$ cat config.mk
export PLATFORM = sky130hd
export DESIGN_NAME = ppc_protect_ctrl
export DESIGN_NICKNAME = d
export VERILOG_FILES = /design/src/rtl/ppc_pkg.sv /design/src/rtl/ppc_reg_if.sv /design/src/rtl/ppc_protect_ctrl.sv /design/src/rtl/ppc_i2c_target.sv
export SDC_FILE = /design/constraint.sdc
export NUM_CORES = 1
export LEC_CHECK = 0
export ABC_AREA = 1
export BUFFER_PORTS_ARGS = -buffer_cell sky130_fd_sc_hd__buf_2
export CAP_MARGIN = 30
export CORE_MARGIN = 1
export CORE_UTILIZATION = 55
export DETAILED_ROUTE_END_ITERATION = 16
export GPL_ROUTABILITY_DRIVEN = 0
export PLACE_DENSITY_LB_ADDON = 0.1
export SLEW_MARGIN = 20
export SYNTH_ARGS = -nofsm -noshare
export SYNTH_HDL_FRONTEND = slang
export SYNTH_SLANG_ARGS = --single-unit
$ cat constraint.sdc
create_clock -name sys_clk_i -period 1.6 [get_ports sys_clk_i]
set_input_delay 0.16 -clock sys_clk_i [delete_from_list [all_inputs] [get_ports sys_clk_i]]
set_output_delay 0.16 -clock sys_clk_i [all_outputs]
set_load 0.005 [all_outputs]
$ cat src/rtl/ppc_pkg.sv
package ppc_pkg;
  // ****************************************
  // register pointers seen over the serial port
  // ****************************************
  localparam logic [7:0] REG_CTRL = 8'h00;
  localparam logic [7:0] REG_MUX = 8'h01;
  localparam logic [7:0] REG_TRIP = 8'h02;
  localparam logic [7:0] REG_STATUS = 8'h03;
  // ****************************************
  // field positions
  // ****************************************
  localparam int CTRL_DIS_ON = 0;
  localparam int CTRL_CHG_ON = 1;
  localparam int CTRL_LDMON = 2;
  localparam int CTRL_TSUP = 3;
  localparam int CTRL_WPOL = 4;
  localparam int CTRL_W = 5;
  localparam int ST_SC = 0;
  localparam int ST_DOC = 1;
  localparam int ST_COC = 2;
  localparam int ST_LDF = 3;
  localparam int ST_WAKE = 4;
  localparam int ST_OT = 5;
  // ****************************************
  // reset values and codes
  // ****************************************
  localparam logic [4:0] CTRL_RST = 5'h00;
  localparam logic [3:0] MUX_RST = 4'h0;
  localparam logic [3:0] MUX_TEMP_FIRST = 4'h8;
  localparam logic [1:0] TRIP_RST = 2'h0;
  // arbitrary target address
  localparam logic [6:0] DEV_ADDR_DFLT = 7'h28;
  localparam logic [3:0] BITS_PER_BYTE = 4'h8;
endpackage

$ cat src/rtl/ppc_reg_if.sv
interface ppc_reg_if;
  logic wr_en;
  logic [7:0] addr;
  logic [7:0] wdata;
  logic [7:0] rdata;
  modport target(output wr_en, output addr, output wdata, input rdata);
  modport regs(input wr_en, input addr, input wdata, output rdata);
endinterface

$ cat src/rtl/ppc_protect_ctrl.sv
// Functional notes
// The discharge drive turns on only by controller command and is forced off on short circuit or discharge overcurrent.
// The charge drive turns on only by controller command and is forced off on charge overcurrent.
// With load monitoring enabled, a load input below threshold clears the load fail flag.
// The analog multiplexer select follows the value the controller writes.
// The thermistor supply is on only during a temperature selection unless a control bit holds it on.
// The thermistor supply is also on while any short circuit or overcurrent flag is set.
// External over temperature is shown when the thermistor input is below one thirteenth of the supply.
// Wake is edge triggered, rising with polarity 1 and falling with polarity 0.
// The wake status bit is the wake level, true above threshold for polarity 1, below for polarity 0.
// The device is a serial target; the controller drives the clock and data is two-way on one line.
// The discharge trip level field resets to code zero, the lowest threshold.
// Short circuit and overcurrent flags stay set until the controller clears them, holding the drives off.
module ppc_protect_ctrl #(
  parameter logic [6:0] DEV_ADDR = ppc_pkg::DEV_ADDR_DFLT
) (
  input wire logic sys_clk_i,
  input wire logic rstn_i,
  input wire logic scl_i,
  input wire logic sda_i,
  output logic sda_o,
  output logic sda_oe_o,
  input wire logic short_circuit_cmp_i,
  input wire logic discharge_overcurrent_cmp_i,
  input wire logic charge_overcurrent_cmp_i,
  input wire logic load_monitor_input_low_i,
  input wire logic thermistor_input_low_i,
  input wire logic wake_input_i,
  output logic discharge_switch_drive_o,
  output logic charge_switch_drive_o,
  output logic load_monitor_enable_o,
  output logic [3:0] analog_mux_select_o,
  output logic thermistor_supply_out_o,
  output logic [1:0] discharge_trip_level_o,
  output logic over_temp_o,
  output logic wake_status_o,
  output logic wake_event_o,
  output logic short_circuit_flag_o,
  output logic discharge_overcurrent_flag_o,
  output logic charge_overcurrent_flag_o,
  output logic load_fail_flag_o
);

  // ****************************************
  // declarations
  // ****************************************
  ppc_reg_if bus ();

  logic [5:0] sync1_reg;
  logic [5:0] sync2_reg;
  logic wake_prev_reg;
  logic [4:0] ctrl_reg;
  logic [3:0] mux_reg;
  logic [1:0] trip_reg;
  logic [2:0] flags_reg;
  logic [2:0] flags_next;
  logic load_fail_flag_reg;
  logic dis_reg;
  logic chg_reg;
  logic tsup_reg;
  logic ot_reg;
  logic wstat_reg;
  logic wevt_reg;
  logic sc_s;
  logic doc_s;
  logic coc_s;
  logic load_low_s;
  logic therm_low_s;
  logic wake_s;
  logic dis_trip;
  logic [2:0] flag_clr;
  logic [2:0] flag_set;
  logic temp_sel;

  function automatic logic wr_hit(input logic en, input logic [7:0] a, input logic [7:0] off);
    wr_hit = en && (a == off);
  endfunction

  // ****************************************
  // serial target
  // ****************************************
  ppc_i2c_target #(
    .DEV_ADDR(DEV_ADDR)
  ) u_i2c (
    .sys_clk_i(sys_clk_i),
    .rstn_i(rstn_i),
    .scl_i(scl_i),
    .sda_i(sda_i),
    .sda_o(sda_o),
    .sda_oe_o(sda_oe_o),
    .bus(bus.target)
  );

  // ****************************************
  // comparator and pin synchronisers
  // ****************************************
  always_ff @(posedge sys_clk_i) begin
    if (!rstn_i) begin
      sync1_reg <= 6'h00;
      sync2_reg <= 6'h00;
    end else begin
      sync1_reg <= {wake_input_i, thermistor_input_low_i, load_monitor_input_low_i,
                    charge_overcurrent_cmp_i, discharge_overcurrent_cmp_i, short_circuit_cmp_i};
      sync2_reg <= sync1_reg;
    end
  end

  assign sc_s = sync2_reg[0];
  assign doc_s = sync2_reg[1];
  assign coc_s = sync2_reg[2];
  assign load_low_s = sync2_reg[3];
  assign therm_low_s = sync2_reg[4];
  assign wake_s = sync2_reg[5];
  assign dis_trip = sc_s | doc_s;
  assign flag_set = {coc_s, doc_s, sc_s};
  assign flag_clr = wr_hit(bus.wr_en, bus.addr, ppc_pkg::REG_STATUS) ? bus.wdata[2:0] : 3'h0;
  assign temp_sel = mux_reg >= ppc_pkg::MUX_TEMP_FIRST;

  // ****************************************
  // control registers
  // ****************************************
  // a trip also drops the on command so a fresh write is needed
  always_ff @(posedge sys_clk_i) begin
    if (!rstn_i) begin
      ctrl_reg <= ppc_pkg::CTRL_RST;
    end else begin
      if (wr_hit(bus.wr_en, bus.addr, ppc_pkg::REG_CTRL)) begin
        ctrl_reg <= bus.wdata[ppc_pkg::CTRL_W-1:0];
      end
      if (dis_trip || flags_reg[ppc_pkg::ST_SC] || flags_reg[ppc_pkg::ST_DOC]) begin
        ctrl_reg[ppc_pkg::CTRL_DIS_ON] <= 1'b0;
      end
      if (coc_s || flags_reg[ppc_pkg::ST_COC]) begin
        ctrl_reg[ppc_pkg::CTRL_CHG_ON] <= 1'b0;
      end
    end
  end

  always_ff @(posedge sys_clk_i) begin
    if (!rstn_i) begin
      mux_reg <= ppc_pkg::MUX_RST;
    end else if (wr_hit(bus.wr_en, bus.addr, ppc_pkg::REG_MUX)) begin
      mux_reg <= bus.wdata[3:0];
    end
  end

  always_ff @(posedge sys_clk_i) begin
    if (!rstn_i) begin
      trip_reg <= ppc_pkg::TRIP_RST;
    end else if (wr_hit(bus.wr_en, bus.addr, ppc_pkg::REG_TRIP)) begin
      trip_reg <= bus.wdata[1:0];
    end
  end

  // ****************************************
  // fault flags
  // ****************************************
  // set wins over a clear in the same cycle
  assign flags_next = (flags_reg & ~flag_clr) | flag_set;

  always_ff @(posedge sys_clk_i) begin
    if (!rstn_i) begin
      flags_reg <= 3'h0;
    end else begin
      flags_reg <= flags_next;
    end
  end

  always_ff @(posedge sys_clk_i) begin
    if (!rstn_i) begin
      load_fail_flag_reg <= 1'b0;
    end else if (dis_trip) begin
      load_fail_flag_reg <= 1'b1;
    end else if (ctrl_reg[ppc_pkg::CTRL_LDMON] && load_low_s) begin
      load_fail_flag_reg <= 1'b0;
    end
  end

  // ****************************************
  // switch drives
  // ****************************************
  always_ff @(posedge sys_clk_i) begin
    if (!rstn_i) begin
      dis_reg <= 1'b0;
      chg_reg <= 1'b0;
    end else begin
      dis_reg <= ctrl_reg[ppc_pkg::CTRL_DIS_ON] & ~dis_trip & ~load_fail_flag_reg
                 & ~flags_reg[ppc_pkg::ST_SC] & ~flags_reg[ppc_pkg::ST_DOC];
      chg_reg <= ctrl_reg[ppc_pkg::CTRL_CHG_ON] & ~coc_s & ~flags_reg[ppc_pkg::ST_COC];
    end
  end

  // ****************************************
  // thermistor supply and over temperature
  // ****************************************
  // comparator result is meaningless while the divider is unpowered
  always_ff @(posedge sys_clk_i) begin
    if (!rstn_i) begin
      tsup_reg <= 1'b0;
      ot_reg <= 1'b0;
    end else begin
      tsup_reg <= temp_sel | ctrl_reg[ppc_pkg::CTRL_TSUP]
                  | (|flags_next);
      ot_reg <= tsup_reg & therm_low_s;
    end
  end

  // ****************************************
  // wake detect
  // ****************************************
  always_ff @(posedge sys_clk_i) begin
    if (!rstn_i) begin
      wake_prev_reg <= 1'b0;
      wstat_reg <= 1'b0;
      wevt_reg <= 1'b0;
    end else begin
      wake_prev_reg <= wake_s;
      wstat_reg <= ctrl_reg[ppc_pkg::CTRL_WPOL] ? wake_s : ~wake_s;
      wevt_reg <= ctrl_reg[ppc_pkg::CTRL_WPOL] ? (wake_s & ~wake_prev_reg)
                                                : (~wake_s & wake_prev_reg);
    end
  end

  // ****************************************
  // read back
  // ****************************************
  always_comb begin
    unique case (bus.addr)
      ppc_pkg::REG_CTRL: bus.rdata = {3'h0, ctrl_reg};
      ppc_pkg::REG_MUX: bus.rdata = {4'h0, mux_reg};
      ppc_pkg::REG_TRIP: bus.rdata = {6'h00, trip_reg};
      ppc_pkg::REG_STATUS: bus.rdata = {2'h0, ot_reg, wstat_reg, load_fail_flag_reg, flags_reg};
      default: bus.rdata = 8'h00;
    endcase
  end

  assign discharge_switch_drive_o = dis_reg;
  assign charge_switch_drive_o = chg_reg;
  assign load_monitor_enable_o = ctrl_reg[ppc_pkg::CTRL_LDMON];
  assign analog_mux_select_o = mux_reg;
  assign thermistor_supply_out_o = tsup_reg;
  assign discharge_trip_level_o = trip_reg;
  assign over_temp_o = ot_reg;
  assign wake_status_o = wstat_reg;
  assign wake_event_o = wevt_reg;
  assign short_circuit_flag_o = flags_reg[ppc_pkg::ST_SC];
  assign discharge_overcurrent_flag_o = flags_reg[ppc_pkg::ST_DOC];
  assign charge_overcurrent_flag_o = flags_reg[ppc_pkg::ST_COC];
  assign load_fail_flag_o = load_fail_flag_reg;

  // ****************************************
  // checks
  // ****************************************
  AST_DIS_OFF_ON_TRIP: assert property (
    @(posedge sys_clk_i) disable iff (!rstn_i)
    dis_trip |=> !discharge_switch_drive_o)
    else $error("discharge drive on after trip");

  AST_DIS_ON_BY_CMD: assert property (
    @(posedge sys_clk_i) disable iff (!rstn_i)
    $rose(discharge_switch_drive_o) |-> $past(ctrl_reg[ppc_pkg::CTRL_DIS_ON]))
    else $error("discharge drive on without command");

  AST_CHG_OFF_ON_TRIP: assert property (
    @(posedge sys_clk_i) disable iff (!rstn_i)
    coc_s |=> !charge_switch_drive_o [*2])
    else $error("charge drive on after trip");

  AST_LOAD_FAIL_FLAG_RELEASE: assert property (
    @(posedge sys_clk_i) disable iff (!rstn_i)
    load_fail_flag_reg && ctrl_reg[ppc_pkg::CTRL_LDMON] && load_low_s && !dis_trip
    |=> !load_fail_flag_o)
    else $error("load fail not released");

  AST_MUX_FOLLOWS: assert property (
    @(posedge sys_clk_i) disable iff (!rstn_i)
    wr_hit(bus.wr_en, bus.addr, ppc_pkg::REG_MUX)
    |=> analog_mux_select_o == $past(bus.wdata[3:0]))
    else $error("mux select not taken");

  AST_TSUP_IDLE_OFF: assert property (
    @(posedge sys_clk_i) disable iff (!rstn_i)
    !temp_sel && !ctrl_reg[ppc_pkg::CTRL_TSUP] && flags_next == 3'h0
    |=> !thermistor_supply_out_o)
    else $error("thermistor supply on while idle");

  AST_TSUP_ON_FLAG: assert property (
    @(posedge sys_clk_i) disable iff (!rstn_i)
    (|flag_set) |=> thermistor_supply_out_o && (|flags_reg))
    else $error("thermistor supply off with flag set");

  AST_OVER_TEMP: assert property (
    @(posedge sys_clk_i) disable iff (!rstn_i)
    thermistor_supply_out_o && therm_low_s |=> over_temp_o)
    else $error("over temperature missed");

  AST_WAKE_FALL: assert property (
    @(posedge sys_clk_i) disable iff (!rstn_i)
    !ctrl_reg[ppc_pkg::CTRL_WPOL] && $fell(wake_s) |=> wake_event_o ##1 !wake_event_o)
    else $error("falling wake edge missed");

  AST_WAKE_LEVEL: assert property (
    @(posedge sys_clk_i) disable iff (!rstn_i)
    ctrl_reg[ppc_pkg::CTRL_WPOL] && !wake_s && $stable(ctrl_reg) |=> !wake_status_o)
    else $error("wake status wrong level");

  AST_TRIP_RESET: assert property (
    @(posedge sys_clk_i)
    !rstn_i |=> discharge_trip_level_o == 2'h0)
    else $error("trip level reset value wrong");

  AST_FLAG_STICKY: assert property (
    @(posedge sys_clk_i) disable iff (!rstn_i)
    short_circuit_flag_o && !flag_clr[ppc_pkg::ST_SC]
    |=> short_circuit_flag_o && !discharge_switch_drive_o)
    else $error("short flag dropped without clear");

endmodule // ppc_protect_ctrl

$ cat src/rtl/ppc_i2c_target.sv
module ppc_i2c_target #(
  parameter logic [6:0] DEV_ADDR = ppc_pkg::DEV_ADDR_DFLT
) (
  input wire logic sys_clk_i,
  input wire logic rstn_i,
  input wire logic scl_i,
  input wire logic sda_i,
  output logic sda_o,
  output logic sda_oe_o,
  ppc_reg_if.target bus
);
  typedef enum logic [4:0] {
    ST_IDLE = 5'b00001,
    ST_RX = 5'b00010,
    ST_ACK = 5'b00100,
    ST_TX = 5'b01000,
    ST_TXACK = 5'b10000
  } ppc_i2c_e;

  ppc_i2c_e state_reg;
  logic [2:0] scl_reg;
  logic [2:0] sda_reg;
  logic [7:0] shift_reg;
  logic [3:0] cnt_reg;
  logic [1:0] phase_reg;
  logic rw_reg;
  logic nack_reg;
  logic [7:0] ptr_reg;
  logic [7:0] addr_reg;
  logic [7:0] wdata_reg;
  logic wr_reg;
  logic oe_reg;
  logic scl_rise;
  logic scl_fall;
  logic start_cond;
  logic stop_cond;

  // ****************************************
  // pin synchronisers
  // ****************************************
  always_ff @(posedge sys_clk_i) begin
    if (!rstn_i) begin
      scl_reg <= 3'h7;
      sda_reg <= 3'h7;
    end else begin
      scl_reg <= {scl_reg[1:0], scl_i};
      sda_reg <= {sda_reg[1:0], sda_i};
    end
  end

  assign scl_rise = scl_reg[1] & ~scl_reg[2];
  assign scl_fall = ~scl_reg[1] & scl_reg[2];
  assign start_cond = scl_reg[1] & scl_reg[2] & sda_reg[2] & ~sda_reg[1];
  assign stop_cond = scl_reg[1] & scl_reg[2] & ~sda_reg[2] & sda_reg[1];

  // ****************************************
  // byte engine
  // ****************************************
  // open drain: only ever pulls low, oe high while pulling
  always_ff @(posedge sys_clk_i) begin
    if (!rstn_i) begin
      state_reg <= ST_IDLE;
      shift_reg <= 8'h00;
      cnt_reg <= 4'h0;
      phase_reg <= 2'h0;
      rw_reg <= 1'b0;
      nack_reg <= 1'b0;
      ptr_reg <= 8'h00;
      addr_reg <= 8'h00;
      wdata_reg <= 8'h00;
      wr_reg <= 1'b0;
      oe_reg <= 1'b0;
    end else begin
      wr_reg <= 1'b0;
      if (start_cond) begin
        state_reg <= ST_RX;
        cnt_reg <= 4'h0;
        phase_reg <= 2'h0;
        oe_reg <= 1'b0;
      end else if (stop_cond) begin
        state_reg <= ST_IDLE;
        oe_reg <= 1'b0;
      end else begin
        unique case (state_reg)
          ST_IDLE: begin
          end
          ST_RX: begin
            if (scl_rise) begin
              shift_reg <= {shift_reg[6:0], sda_reg[1]};
              cnt_reg <= cnt_reg + 4'h1;
            end else if (scl_fall && cnt_reg == ppc_pkg::BITS_PER_BYTE) begin
              cnt_reg <= 4'h0;
              if (phase_reg == 2'h0) begin
                if (shift_reg[7:1] == DEV_ADDR) begin
                  rw_reg <= shift_reg[0];
                  addr_reg <= ptr_reg;
                  oe_reg <= 1'b1;
                  phase_reg <= 2'h1;
                  state_reg <= ST_ACK;
                end else begin
                  state_reg <= ST_IDLE;
                end
              end else begin
                oe_reg <= 1'b1;
                state_reg <= ST_ACK;
                if (phase_reg == 2'h1) begin
                  ptr_reg <= shift_reg;
                  phase_reg <= 2'h2;
                end else begin
                  wr_reg <= 1'b1;
                  addr_reg <= ptr_reg;
                  wdata_reg <= shift_reg;
                  ptr_reg <= ptr_reg + 8'h01;
                end
              end
            end
          end
          ST_ACK: begin
            if (scl_fall) begin
              if (rw_reg) begin
                shift_reg <= bus.rdata;
                oe_reg <= ~bus.rdata[7];
                cnt_reg <= 4'h1;
                addr_reg <= addr_reg + 8'h01;
                ptr_reg <= addr_reg + 8'h01;
                state_reg <= ST_TX;
              end else begin
                oe_reg <= 1'b0;
                state_reg <= ST_RX;
              end
            end
          end
          ST_TX: begin
            if (scl_fall) begin
              if (cnt_reg == ppc_pkg::BITS_PER_BYTE) begin
                oe_reg <= 1'b0;
                state_reg <= ST_TXACK;
              end else begin
                shift_reg <= {shift_reg[6:0], 1'b0};
                oe_reg <= ~shift_reg[6];
                cnt_reg <= cnt_reg + 4'h1;
              end
            end
          end
          ST_TXACK: begin
            if (scl_rise) begin
              nack_reg <= sda_reg[1];
            end else if (scl_fall) begin
              if (nack_reg) begin
                state_reg <= ST_IDLE;
              end else begin
                shift_reg <= bus.rdata;
                oe_reg <= ~bus.rdata[7];
                cnt_reg <= 4'h1;
                addr_reg <= addr_reg + 8'h01;
                ptr_reg <= addr_reg + 8'h01;
                state_reg <= ST_TX;
              end
            end
          end
          default: begin
            state_reg <= ST_IDLE;
          end
        endcase
      end
    end
  end

  assign sda_o = 1'b0;
  assign sda_oe_o = oe_reg;
  assign bus.wr_en = wr_reg;
  assign bus.addr = addr_reg;
  assign bus.wdata = wdata_reg;
endmodule // ppc_i2c_target

==> results.py <==
metrics = {
    "cts": {
        "clock-sinks": 84,
        "worst_skew_pair.late_latency_ns": 0.36,
        "buffer_levels_on_the_longest_clock_path": 2,
        "cts_tree": "built",
        "cts_root_buffer": "sky130_fd_sc_hd__clkbuf_8",
        "h-tree-depth": 3,
        "clkSlewWorstSetupHoldPaths_ns": 0.10,
        "cts_buffers": 9,
    },
    "synth": {
        "postSynthCellCount": 657,
        "ys_seq_area_frac": 0.374,
        "yosysTopAreaCellShare": 0.374,
        "syn_area_mm2": 0.00450,
        "netlist_top_cells_area": "sky130_fd_sc_hd__dfxtp_1 (37%), sky130_fd_sc_hd__nand2_1 (12%), sky130_fd_sc_hd__nor2_1 (8.3%)",
        "yosysTopAreaCell": "sky130_fd_sc_hd__dfxtp_1",
        "yosys_register_bits": 84,
        "synth_cell_types": 40,
        "synth_area_per_cell_um2": 6.85,
        "yosysWarnings": 0,
        "synth.net_count": 674,
    },
    "floorplan": {
        "rows": 32,
        "die_width_um": 92.5,
        "initial_core_utilization": 0.577,
        "die_area_mm2": 0.00855,
        "boundary_pins": 29,
        "dieHeight_um": 92.5,
        "fp.coreArea_mm2": 0.00781,
    },
    "pwr": {
        "power-per-cell-area_mw_per_mm2": 1120,
        "totalPowerFinal_mw": 6.75,
        "static-leakage-power_nw": 2.85,
        "ir_worst_vdd_mv": 0.627,
    },
    "placement": {
        "pre_cts_ws_ns": -0.162,
        "dp.final_hpwl_mm": 8.33,
        "portBuffers": 27,
        "dp_cells": 823,
    },
    "routing": {
        "drt-wirelength-per-cell_um": 14.9,
        "routed_wire_length_mm": 13.0,
        "avgViaCountPerCell": 5.39,
        "drt_drc": 0,
        "detailedRoute.firstPassIterationCount": 5,
        "dr_total_vias": 4702,
        "drtIter0Drc": 298,
        "met2WireLength_mm": 6.47,
        "drt.antenna.violating_nets": 0,
        "routedLengthMet1_mm": 5.51,
        "maxUsedRoutingLayer": "met4",
        "routed-wl-met3_um": 697,
    },
    "final_layout": {
        "finish.net_count": 782,
        "share_of_cells_above_drive_strength_1": 0.338,
        "final_util": 0.770,
        "seqCellArea_mm2": 0.00170,
        "antenna-diode-count": 0,
        "footprint_of_the_multi_input_gates_mm2": 0.00278,
        "final-instance-count-excl-fill": 872,
        "n_fill_cell": 588,
        "area_delta_synth_final_pct": 33.5,
    },
    "timing": {
        "finalWorstPathRequiredPeriod_ns": 1.71,
        "setup_total_negative_slack_ns": -1.45,
        "maxSlewViolCount": 0,
        "hold_vio_cnt_final": 0,
        "grt_setup_unrepaired": "yes",
        "final.period_utilization": 1.07,
        "clock.fmax_mhz": 586,
        "final-setup-viol-count": 32,
        "final_critical_path_setup_slack_ns": -0.107,
        "clock-skew-final_ns": 0.0128,
    },
    "min_path": {
        "min-delay-path-class": "input port to flip-flop",
        "min_path_cells": 3,
    },
    "critical_path": {
        "cp-start-kind": "flip-flop",
        "worst-endpoint-arrival_ns": 1.97,
        "critical_path_class": "flip-flop to flip-flop",
        "path_max_fanout": 5,
        "reg2reg_depth": 11,
        "worst-endpoint-required_ns": 1.86,
        "cp-end-kind": "flip-flop",
    },
    "outcome": {
        "outcome": "finished, violations left",
        "violations": "setup timing",
    },
    "global_routing": {
        "antenna_found_initial": 0,
        "grtUsageTotal": 0.293,
        "first_pass_grt_wire_length_mm": 19.9,
        "globalRoute.totalOverflow": 0,
        "number_of_global_route_vias_before_repair": 4326,
        "pin_count_of_the_biggest_net_entering_global_routing": 55,
    },
    "run": {
        "number_of_max_cap_violations": 0,
    },
}
[worst paths after layout]
kind	from	end	slack (ns)
max	u_i2c.state_reg[1]$_SDFFE_PN0P_	u_i2c.shift_reg[3]$_SDFFE_PN0P_	-0.11
min	rstn_i	u_i2c.sda_reg[2]$_SDFF_PN1_	0.22
max reg2reg	u_i2c.state_reg[1]$_SDFFE_PN0P_	u_i2c.shift_reg[3]$_SDFFE_PN0P_	-0.11
min reg2reg	sync1_reg[5]$_SDFF_PN0_	sync2_reg[5]$_SDFF_PN0_	0.42
[where the power goes]
part / switching [mW] / leakage (nW) / internal, mW
Clock: 0.861 / 0.107 / 0.750
Combinational: 1.56 / 2.06 / 1.13
Sequential: 0.174 / 0.687 / 2.28
Total: 2.59 / 2.85 / 4.16
[placed cells by master, fill, tap and decap left out, types with 4 or more instances in the layout]
master / netlist / final
sky130_fd_sc_hd__a21oi_1: 42 / 34
sky130_fd_sc_hd__a21oi_2: 2 / 10
sky130_fd_sc_hd__buf_12: 0 / 5
sky130_fd_sc_hd__buf_2: 3 / 27
sky130_fd_sc_hd__buf_4: 4 / 62
sky130_fd_sc_hd__buf_6: 0 / 9
sky130_fd_sc_hd__clkbuf_8: 0 / 9
sky130_fd_sc_hd__dfxtp_1: 84 / 76
sky130_fd_sc_hd__dfxtp_2: 0 / 5
sky130_fd_sc_hd__dlygate4sd3_1: 0 / 8
sky130_fd_sc_hd__ha_1: 7 / 5
sky130_fd_sc_hd__inv_1: 74 / 68
sky130_fd_sc_hd__inv_2: 7 / 8
sky130_fd_sc_hd__inv_4: 0 / 5
sky130_fd_sc_hd__nand2_1: 146 / 126
sky130_fd_sc_hd__nand2_2: 9 / 23
sky130_fd_sc_hd__nand2_4: 4 / 10
sky130_fd_sc_hd__nand3_1: 49 / 40
sky130_fd_sc_hd__nand3_2: 5 / 12
sky130_fd_sc_hd__nand3_4: 2 / 4
sky130_fd_sc_hd__nand4_1: 14 / 14
sky130_fd_sc_hd__nor2_1: 100 / 86
sky130_fd_sc_hd__nor2_2: 3 / 12
sky130_fd_sc_hd__nor2_4: 9 / 14
sky130_fd_sc_hd__o21ai_0: 40 / 26
sky130_fd_sc_hd__o21ai_1: 8 / 9
sky130_fd_sc_hd__o21ai_2: 2 / 15
sky130_fd_sc_hd__or2_2: 6 / 5
[metal layers]
layer / vias up / GRT usage
met2: 159 / 0.492
met3: 28 / 0.0419
met5: - / 0
met1: 2187 / 0.384
met4: 0 / 0.0977
li1: 2328 / -
[synth_stat cells (all sizes together)]
master and n:
a211oi 4, a21oi 44, and2 1, and3 1, buf 8, clkbuf 7
conb 1, dfxtp 84, ha 7, inv 81, nand2 159, nand3 56
nand4 15, nor2 114, nor3 6, nor4 2, o211a 1, o211ai 2
o21ai 50, o22ai 2, or2 7, xnor2 1, xor2 4
[critical path, stage by stage (launching register included)]
cell                      delay [ns]
sky130_fd_sc_hd__dfxtp_4        0.37
sky130_fd_sc_hd__nor2_4         0.22
sky130_fd_sc_hd__buf_6          0.14
sky130_fd_sc_hd__inv_4          0.04
sky130_fd_sc_hd__nor2_4         0.19
sky130_fd_sc_hd__buf_6          0.15
sky130_fd_sc_hd__nor2_4         0.05
sky130_fd_sc_hd__buf_12         0.14
sky130_fd_sc_hd__nand2_4        0.05
sky130_fd_sc_hd__nand3_2        0.06
sky130_fd_sc_hd__nor2_2         0.13
sky130_fd_sc_hd__nor2_1         0.06
[metrics by stage]
stage	hold WS, ns	cell area (µm²)
2_1_floorplan	0.258	4500
3_3_place_gp	0.339	5090
3_5_place_dp	0.348	5090
4_1_cts	0.198	5610
5_1_grt	0.233	6010
6_report	0.215	6010
[repair_timing]
item | in CTS | in global routing
endpoints found under the setup margin | 36 | 52
endpoints found under the hold margin | 8 | 0
setup buffers | 12 | 12
hold buffers | 8 | 0
cloned | 1 | 1
pin swaps | 14 | 41
resized for setup | 31 | 105
[layout make-up]
cell class                      count  share of cell area
Sequential cell                    84               0.283
Clock inverter                      7              0.0135
Inverter                           81              0.0527
Timing Repair Buffer              111               0.147
Multi-Input combinational cell    478               0.462
Clock buffer                        9              0.0206
Tap cell                          102              0.0212
[cell families (layout without fill, tap and decap cells)]
kind of cell | Yosys count | after routing | synth area share
AOI/OAI and AO/OA | 103 | 103 | 0.123
xor gates and xnor gates | 5 | 5 | 0.00973
buffers and inverters | 96 | 208 | 0.0867
other | 1 | 1 | 0.000833
and+or+nand+nor | 361 | 362 | 0.387
DFF | 84 | 84 | 0.374
adders and majority gates | 7 | 7 | 0.0195
No activity file was read; power rests on OpenSTA's default activity.
